--- config.mk ---
export PLATFORM = sky130hd
export DESIGN_NAME = igo_init_override
export DESIGN_NICKNAME = d
export VERILOG_FILES = /design/src/igo_init_override.v
export VERILOG_INCLUDE_DIRS = /design/src /design/src/include
export SDC_FILE = /design/constraint.sdc
export NUM_CORES = 1
export LEC_CHECK = 0
export BUFFER_PORTS_ARGS = -buffer_cell sky130_fd_sc_hd__clkbuf_2
export CAP_MARGIN = 25
export CORE_UTILIZATION = 47
export CTS_CLUSTER_SIZE = 24
export DETAILED_ROUTE_END_ITERATION = 7
export PLACE_DENSITY_LB_ADDON = 0.15
export RECOVER_POWER = 25
export SETUP_SLACK_MARGIN = 0.2
export SLEW_MARGIN = 20
export SYNTH_ARGS = -nofsm -noshare
export SYNTH_HDL_FRONTEND = slang
export SYNTH_SLANG_ARGS = --single-unit
export TNS_END_PERCENT = 1
--- constraint.sdc ---
create_clock -name i_ref_clk -period 2.25 [get_ports i_ref_clk]
set_input_delay 0.45 -clock i_ref_clk [delete_from_list [all_inputs] [get_ports i_ref_clk]]
set_output_delay 0.45 -clock i_ref_clk [all_outputs]
set_load 0.05 [all_outputs]
--- src/include/igo_regs.vh ---
// constants for the initialization and global override pin block
`ifndef IGO_REGS_VH
`define IGO_REGS_VH
// init sequencer states
`define IGO_ST_IDLE 3'h0
`define IGO_ST_LOAD 3'h1
`define IGO_ST_INIT 3'h2
`define IGO_ST_USER 3'h3
`define IGO_ST_WIDTH 3
// cycles of the start-up clock that initialization takes
`define IGO_INIT_CYCLES 8'h10
`define IGO_INIT_CNT_WIDTH 8
// synchroniser reset: restart asserted, start-up clock low, override pins idle high
`define IGO_SYNC_RST 4'h3
// optional pin synchroniser reset, all pins low
`define IGO_PIN_RST 4'h0
`endif

--- src/igo_init_override.v ---
// device-side init sequencing, init-done pin and global override pins
`timescale 1ns/100ps
`default_nettype none
`include "igo_regs.vh"

module igo_init_override #(
  parameter NUM_IO = 8,
  parameter [`IGO_INIT_CNT_WIDTH-1:0] INIT_CYCLES = `IGO_INIT_CYCLES
) (
  input wire i_ref_clk,
  input wire i_reset_n,
  input wire i_config_restart_n,
  input wire i_opt_user_startup_clock,
  input wire i_opt_init_done,
  input wire i_opt_global_output_enable,
  input wire i_opt_global_register_clear,
  input wire i_frame_end,
  input wire i_config_done,
  input wire i_user_startup_clock,
  input wire i_global_output_enable,
  input wire i_global_register_clear_n,
  input wire [NUM_IO-1:0] i_user_oe,
  input wire [NUM_IO-1:0] i_user_out,
  input wire [3:0] i_pin_in,
  output wire [NUM_IO-1:0] o_io_oe,
  output wire [NUM_IO-1:0] o_io_out,
  output wire o_init_done_out,
  output wire o_init_done_oe,
  output wire [3:0] o_pin_oe,
  output wire [3:0] o_pin_out,
  output wire [3:0] o_pin_user_in,
  output wire o_reg_clear,
  output reg o_user_mode
);

  // ****************************************
  // input synchronisers
  // ****************************************
  // bit order: restart, start-up clock, output enable, register clear
  reg [3:0] sync1_q;
  reg [3:0] sync2_q;
  reg uclk_prev_q;

  // pins come from off-chip, so two flops before any use; reset values
  // match the idle pin levels, so no false start-up clock edge follows reset
  always @(posedge i_ref_clk or negedge i_reset_n)
  begin
    if (!i_reset_n)
    begin
      sync1_q <= `IGO_SYNC_RST;
      sync2_q <= `IGO_SYNC_RST;
      uclk_prev_q <= 1'b0;
    end
    else
    begin
      sync1_q <= {i_config_restart_n, i_user_startup_clock, i_global_output_enable,
        i_global_register_clear_n};
      sync2_q <= sync1_q;
      uclk_prev_q <= sync2_q[2];
    end
  end

  // restart reads as asserted until the pin has been seen high twice
  wire restart_n_s = sync2_q[3];
  wire uclk_s = sync2_q[2];
  wire goe_s = sync2_q[1];
  wire gclr_n_s = sync2_q[0];

  // limitation: start-up clock highs and lows must each last a reference
  // period, or edges are lost in the synchroniser
  // start-up clock edge, or internal tick when the option is off
  wire init_tick = i_opt_user_startup_clock ? (uclk_s & ~uclk_prev_q) : 1'b1;

  // ****************************************
  // init sequencer
  // ****************************************
  reg [`IGO_ST_WIDTH-1:0] state_q;
  reg [`IGO_ST_WIDTH-1:0] state_d;
  reg [`IGO_INIT_CNT_WIDTH-1:0] cnt_q;
  reg [`IGO_INIT_CNT_WIDTH-1:0] cnt_d;
  reg en_loaded_q;
  reg en_loaded_d;

  // one step per reference clock; restart wins over every state
  // next state; restart low sends the state back to idle
  always @*
  begin
    state_d = state_q;
    cnt_d = cnt_q;
    en_loaded_d = en_loaded_q;
    case (state_q)
      `IGO_ST_IDLE:
      begin
        // a fresh configuration forgets the old enable bit
        en_loaded_d = 1'b0;
        if (restart_n_s)
          state_d = `IGO_ST_LOAD;
      end
      `IGO_ST_LOAD:
      begin
        if (i_frame_end)
          en_loaded_d = i_opt_init_done;
        if (i_config_done)
        begin
          state_d = `IGO_ST_INIT;
          cnt_d = {`IGO_INIT_CNT_WIDTH{1'b0}};
        end
      end
      `IGO_ST_INIT:
      begin
        // fixed edge count keeps devices on a shared clock in step
        if (init_tick)
        begin
          if (cnt_q == INIT_CYCLES - 1'b1)
            state_d = `IGO_ST_USER;
          else
            cnt_d = cnt_q + 1'b1;
        end
      end
      `IGO_ST_USER:
        state_d = `IGO_ST_USER;
      default:
        state_d = `IGO_ST_IDLE;
    endcase
    if (!restart_n_s)
      state_d = `IGO_ST_IDLE;
  end

  // user mode and pin release come from one state, so they move on one edge
  // sequencer registers
  always @(posedge i_ref_clk or negedge i_reset_n)
  begin
    if (!i_reset_n)
    begin
      state_q <= `IGO_ST_IDLE;
      cnt_q <= {`IGO_INIT_CNT_WIDTH{1'b0}};
      en_loaded_q <= 1'b0;
      o_user_mode <= 1'b0;
    end
    else
    begin
      state_q <= state_d;
      cnt_q <= cnt_d;
      en_loaded_q <= en_loaded_d;
      o_user_mode <= (state_d == `IGO_ST_USER);
    end
  end

  // ****************************************
  // init-done open drain
  // ****************************************
  // only ever pulls low; high comes from the board pull-up
  reg init_low_q;
  always @(posedge i_ref_clk or negedge i_reset_n)
  begin
    if (!i_reset_n)
      init_low_q <= 1'b0;
    else
      init_low_q <= en_loaded_d && (state_d == `IGO_ST_LOAD || state_d == `IGO_ST_INIT);
  end
  assign o_init_done_out = 1'b0;
  assign o_init_done_oe = init_low_q;

  // ****************************************
  // global overrides
  // ****************************************
  // overrides only count once the option is set, else pin is plain I/O
  // held off until user mode, so configuration itself is never disturbed;
  // oe path stays combinational after the synchroniser for a fast tri-state
  wire goe_active = i_opt_global_output_enable & o_user_mode;
  wire gclr_active = i_opt_global_register_clear & o_user_mode;
  assign o_io_oe = (goe_active && !goe_s) ? {NUM_IO{1'b0}} : i_user_oe;
  assign o_io_out = i_user_out;
  assign o_reg_clear = gclr_active & ~gclr_n_s;

  // ****************************************
  // optional pins as user I/O
  // ****************************************
  // order: start-up clock, init-done, output enable, register clear
  wire [3:0] opt_on = {i_opt_user_startup_clock, i_opt_init_done,
    i_opt_global_output_enable, i_opt_global_register_clear};
  reg [3:0] pin_sync1_q;
  reg [3:0] pin_sync2_q;
  reg [3:0] pin_user_q;

  // raw pin levels are asynchronous too; the last flop keeps the data registered
  always @(posedge i_ref_clk or negedge i_reset_n)
  begin
    if (!i_reset_n)
    begin
      pin_sync1_q <= `IGO_PIN_RST;
      pin_sync2_q <= `IGO_PIN_RST;
      pin_user_q <= `IGO_PIN_RST;
    end
    else
    begin
      pin_sync1_q <= i_pin_in;
      pin_sync2_q <= pin_sync1_q;
      // a pin taken by its dedicated function reads as zero
      pin_user_q <= pin_sync2_q & ~opt_on;
    end
  end

  // tri-stated user I/O until user logic exists
  assign o_pin_oe = 4'h0;
  assign o_pin_out = 4'h0;
  assign o_pin_user_in = pin_user_q;

endmodule // igo_init_override
`default_nettype wire

# After elaboration in Yosys (flattened, before gate mapping)

Index checks and enable logic that the tools add are counted.

Logic and storage cells: 50
Input port bits: 32
Output and inout port bits: 32
Register bits after elaboration: 35

Reductions and logical operators: 7
Eq/ne operators: 10
Add/subtract/negate cells: 1
Multiplexer cells: 13
Bitwise logic cells: 8

Operator list:

| cell                                                | count |
|---|---|
| 2-to-1 mux 8 bit                                    | 4 |
| case mux 8 bit (2 select lines)                     | 1 |
| equality test 3 x 2 -> 1 bit, second input constant | 4 |
| 2-to-1 mux 3 bit                                    | 4 |
| case mux 3 bit (4 select lines)                     | 1 |
| adder 8 x 1 -> 8 bit, second input constant         | 1 |
| equality test 8 x 4 -> 1 bit, second input constant | 1 |
| equality test 3 x 1 -> 1 bit, second input constant | 2 |
| inequality test 2 bit, second input constant        | 3 |
| AND 1 bit                                           | 4 |
| AND 4 bit                                           | 1 |
| NOT 4 bit                                           | 1 |
| AND reduction 4 bit                                 | 1 |
| logical NOT 3 bit                                   | 1 |
| logical AND 1 bit                                   | 2 |
| 2-to-1 mux 1 bit                                    | 2 |
| NOT 1 bit                                           | 2 |
| case mux 1 bit (2 select lines)                     | 1 |
| nonzero test 2 bit                                  | 1 |
| logical NOT 1 bit                                   | 1 |
| logical OR 1 bit                                    | 1 |

# Depth between registers and ports, before layout

Word-level depth: 9
Depth in mapped cells: 5
Mapped depth without buffers: 5

# Least setup slack after synthesis

No wires, ideal clock.

Kind: reg2out
From: register o_user_mode
To: output port o_reg_clear
Buffers on the path: 0
Arrival: 1378 ps
Stages on the path, launching flop included: 3
Data required time: 1800 ps
Slack: 422 ps
Cells stage by stage: dfrtp_1 > nand2_1 > nor2_1

Word-level cells in the longest chain between the ends: 2

Ends and longest elaborated chain:

| element                | RTL line                | source |
|---|---|---|
| start, declared        | igo_init_override.v:33  | `output reg o_user_mode` |
| start signal, assigned | igo_init_override.v:145 | `` o_user_mode <= (state_d == `IGO_ST_USER); `` |
| AND 1 bit              | igo_init_override.v:171 | `wire gclr_active = i_opt_global_register_clear & o_user_mode;` |
| AND 1 bit              | igo_init_override.v:174 | `assign o_reg_clear = gclr_active & ~gclr_n_s;` |
| end, declared          | igo_init_override.v:32  | `output wire o_reg_clear,` |

No other way between the ends.

# Final worst setup path

From: register sync2_q[1]
To: output port o_io_oe[4]

Word-level cells in the longest chain between the ends: 3

Ends and longest elaborated chain:

| element                | RTL line                | source |
|---|---|---|
| start, declared        | igo_init_override.v:41  | `reg [3:0] sync2_q;` |
| start signal, assigned | igo_init_override.v:51  | `` sync2_q <= `IGO_SYNC_RST; `` |
| start signal, assigned | igo_init_override.v:58  | `sync2_q <= sync1_q;` |
| logical NOT 1 bit      | igo_init_override.v:172 | `assign o_io_oe = (goe_active && !goe_s) ? {NUM_IO{1'b0}} : i_user_oe;` |
| logical AND 1 bit      | igo_init_override.v:172 |  |
| 2-to-1 mux 8 bit       | igo_init_override.v:172 |  |
| end, declared          | igo_init_override.v:25  | `output wire [NUM_IO-1:0] o_io_oe,` |

No other way between the ends.

==> impl_metrics.yaml <==
placement:
  dp.final_hpwl_um: 1860
  gp_congestion: 0.829
  portBuffers: 38
  placed_cell_area_sq_um: 1690
  dp.cells: 202
clock_network:
  cts_buffer_depth: 2
  cts_resized: 0
  cts_sinks: 35
  cts.clk_slew.worst_paths_ns: 0.10
  cts_max_level: 2
  post_cts_buffers: 0
  holdBufCountCts: 0
  cts_buffers: 5
  cts_tree: "done"
  root_buffer: "clkbuf_4"
  clk_latency_ns: 0.33
pwr:
  p_sw_mw: 0.352
  switching_share: 0.262
  p_clk_frac: 0.340
  powerDensity_nw_per_um2: 759
  ir_drop_uv: 572
  p_leak_nw: 0.844
  seq_power_share: 0.522
  intPower_mw: 0.993
  comb_power_share: 0.137
min_path:
  hold_class: "input port to flop"
drt:
  antenna_left: 0
  drc: 0
  drt_first_pass_iters: 4
  first_iter_violations: 20
  routedWlPerCell_um: 11.7
  vias: 1002
  viasPerCell: 4.77
  wirelength_um: 2450
logic_synthesis:
  netlist_top_cells_area: "dfrtp_1 (51%), buf_4 (8.3%), dfstp_2 (6.8%)"
  syn_area_per_cell_sq_um: 12.0
  synth_top_cell_area_share: 0.505
  synth.distinct_cells: 36
  yosys.area.top_type: "dfrtp_1"
  yosysSeqAreaShare: 0.574
  postSynthCellCount: 128
  ys_seq_elements: 35
  yosys_warnings: 0
  netlist_area_sq_um: 1540
global_routing:
  antenna_found_initial: 0
  grt_pass1_vias: 937
  grt_util_all_layers: 0.161
  grt_max_degree: 36
  grt_pass1_wl_um: 3980
  grt_overflow: 0
worst_setup_path:
  crit_chain: "nand3b_1 -> and2_1 -> clkbuf_2"
  endpoint_kind: "output pin"
  worstPathArrival_ns: 1.47
  r2r_start: "cnt_q[0]$_DFFE_PN0P_"
  cp-start-kind: "flop"
  cp-endpoint: "o_io_oe[4]"
  crit_fanout: 8
  cpPeakStageDelay_ns: 0.52
  worst-path-stages: 3
  crit_slowest_cell: "dfstp_2"
  reg2reg_to: "cnt_q[6]$_DFFE_PN0P_"
  cp.required_ns: 1.80
  path_delay_family: "flip-flops"
  ff2ff_path_depth: 5
  r2r_slack_ns: 0.50
  cp_num_buf_inv: 1
  crit_start: "sync2_q[1]$_DFF_PN1_"
  crit_type: "flop to output pin"
cells_and_area:
  layout_commonest_cell: "clkbuf_2"
  final_cell_mix: "clkbuf_2 (37), dfrtp_1 (31), and2_1 (10), conb_1 (10), nand2_1 (9)"
  finalCoreUtilization: 0.576
  antennaDiodeCount: 0
  layout.cells.non_filler: 210
  fin_area_sq_um: 1770
  fillers: 273
  nets: 198
  area_growth_pct: 15.4
  final_layout_size_suffix_gt1_frac: 0.367
sta:
  fin_setup_tns_ns: 0
  fin_crit_sh: 0.854
  worst_pin_slew_ns: 1.75
  max_freq_ghz: 0.520
  period_needed_ns: 1.92
  finClkSkew_ns: 0.00874
  rsz0062_at_grt: "false"
  final_hold_viol_count: 0
  maxSlewHeadroom: -0.169
  drv_slew: 36
  setup-violations-final: 0
job:
  drv_cap: 1
status:
  status: "finished, violations left"
  violations: "capacitance limit, slew limit"
die:
  fp.dieW_um: 59.2
  start_util: 0.499
  ios: 64
  placementRows: 20
  core-area_sq_um: 3080
  die_y_um: 59.2
  dieArea_sq_um: 3500
## sequential cells by signal (all words and copies together) (netlist names)
name / count
o_user_mode: 1
en_loaded_q: 1
sync2_q: 4
uclk_prev_q: 1
pin_sync2_q: 4
pin_sync1_q: 4
o_init_done_oe: 1
sync1_q: 4
o_pin_user_in: 4
state_q: 3
cnt_q: 8
## kinds of logic after synthesis
| logic type | count (synthesis) | synth area share |
|---|---|---|
| AOI/OAI and AO/OA | 18 | 0.101 |
| muxes | 5 | 0.0326 |
| and+or+nand+nor | 47 | 0.189 |
| other | 1 | 0.00244 |
| DFF | 35 | 0.574 |
| buffers and inverters | 21 | 0.0929 |
| adders and majority gates | 1 | 0.00815 |
## Yosys cell counts, drive strengths merged
cell	instances
nand4	1
a2111oi	1
and3	2
nor2b	5
nand2b	2
or4	2
o211ai	1
o2bb2ai	1
a211oi	5
mux2i	5
nand3	4
or3	1
a21o	2
nand3b	1
o22ai	2
dfstp	4
buf	17
o32ai	1
nand2	9
inv	4
and3b	1
or2	3
o21ai	2
a21oi	3
nor3b	1
conb	1
and2	10
dfrtp	31
nor2	4
ha	1
and4bb	1
## metal layers
metal | wire, um | share of wire | up-vias | GRT usage
met4 | 63 | 0.026 | 0 | 0.0918
met2 | 1210 | 0.50 | 45 | 0.266
met5 | 0 | 0 | - | 0
met1 | 1000 | 0.41 | 463 | 0.180
met3 | 166 | 0.068 | 9 | 0.0590
li1 | - | - | 485 | -
## metrics by stage
| step | setup WS (ns) | hold WS, ns | power, mW |
|---|---|---|---|
| floorplan | 0.422 | 0.154 | 0.893 |
| global route | 0.232 | 0.152 | 1.41 |
| global placement | 0.537 | 0.334 | 0.898 |
| detailed placement | 0.521 | 0.341 | 0.902 |
| finish | 0.328 | 0.192 | 1.34 |
| CTS | 0.292 | 0.169 | 1.37 |
## cell type report
class,count,area (sq um),share of cell area
sequential,35,881,0.497
multi-input combinational,81,546,0.308
timing repair buffer,38,189,0.107
tap,44,55.1,0.0311
clock buffer,6,51.3,0.0290
clock inverter,2,35.0,0.0198
inverter,4,15.0,0.00847
## power by group through the flow
stage | Clock [mW] | Combinational [mW] | Sequential, mW
final | 0.458 | 0.185 | 0.702
after global placement | 0 | 0.185 | 0.713
after global routing | 0.504 | 0.201 | 0.709
after detailed placement | 0 | 0.187 | 0.715
after floorplan | 0 | 0.171 | 0.722
after CTS | 0.479 | 0.188 | 0.703
## worst min path at each step
stage	from	end	slack (ns)	depth (start not counted)
global placement	pin_sync1_q[1]$_DFF_PN0_	pin_sync2_q[1]$_DFF_PN0_	0.33	0
CTS	i_global_output_enable	sync1_q[1]$_DFF_PN1_	0.17	1
global route	i_global_output_enable	sync1_q[1]$_DFF_PN1_	0.15	1
detailed placement	pin_sync1_q[3]$_DFF_PN0_	pin_sync2_q[3]$_DFF_PN0_	0.34	0
floorplan	i_reset_n	cnt_q[0]$_DFFE_PN0P_	0.15	0
finish	i_global_output_enable	sync1_q[1]$_DFF_PN1_	0.19	1
Note: power is estimated with default switching activity, not from simulation.
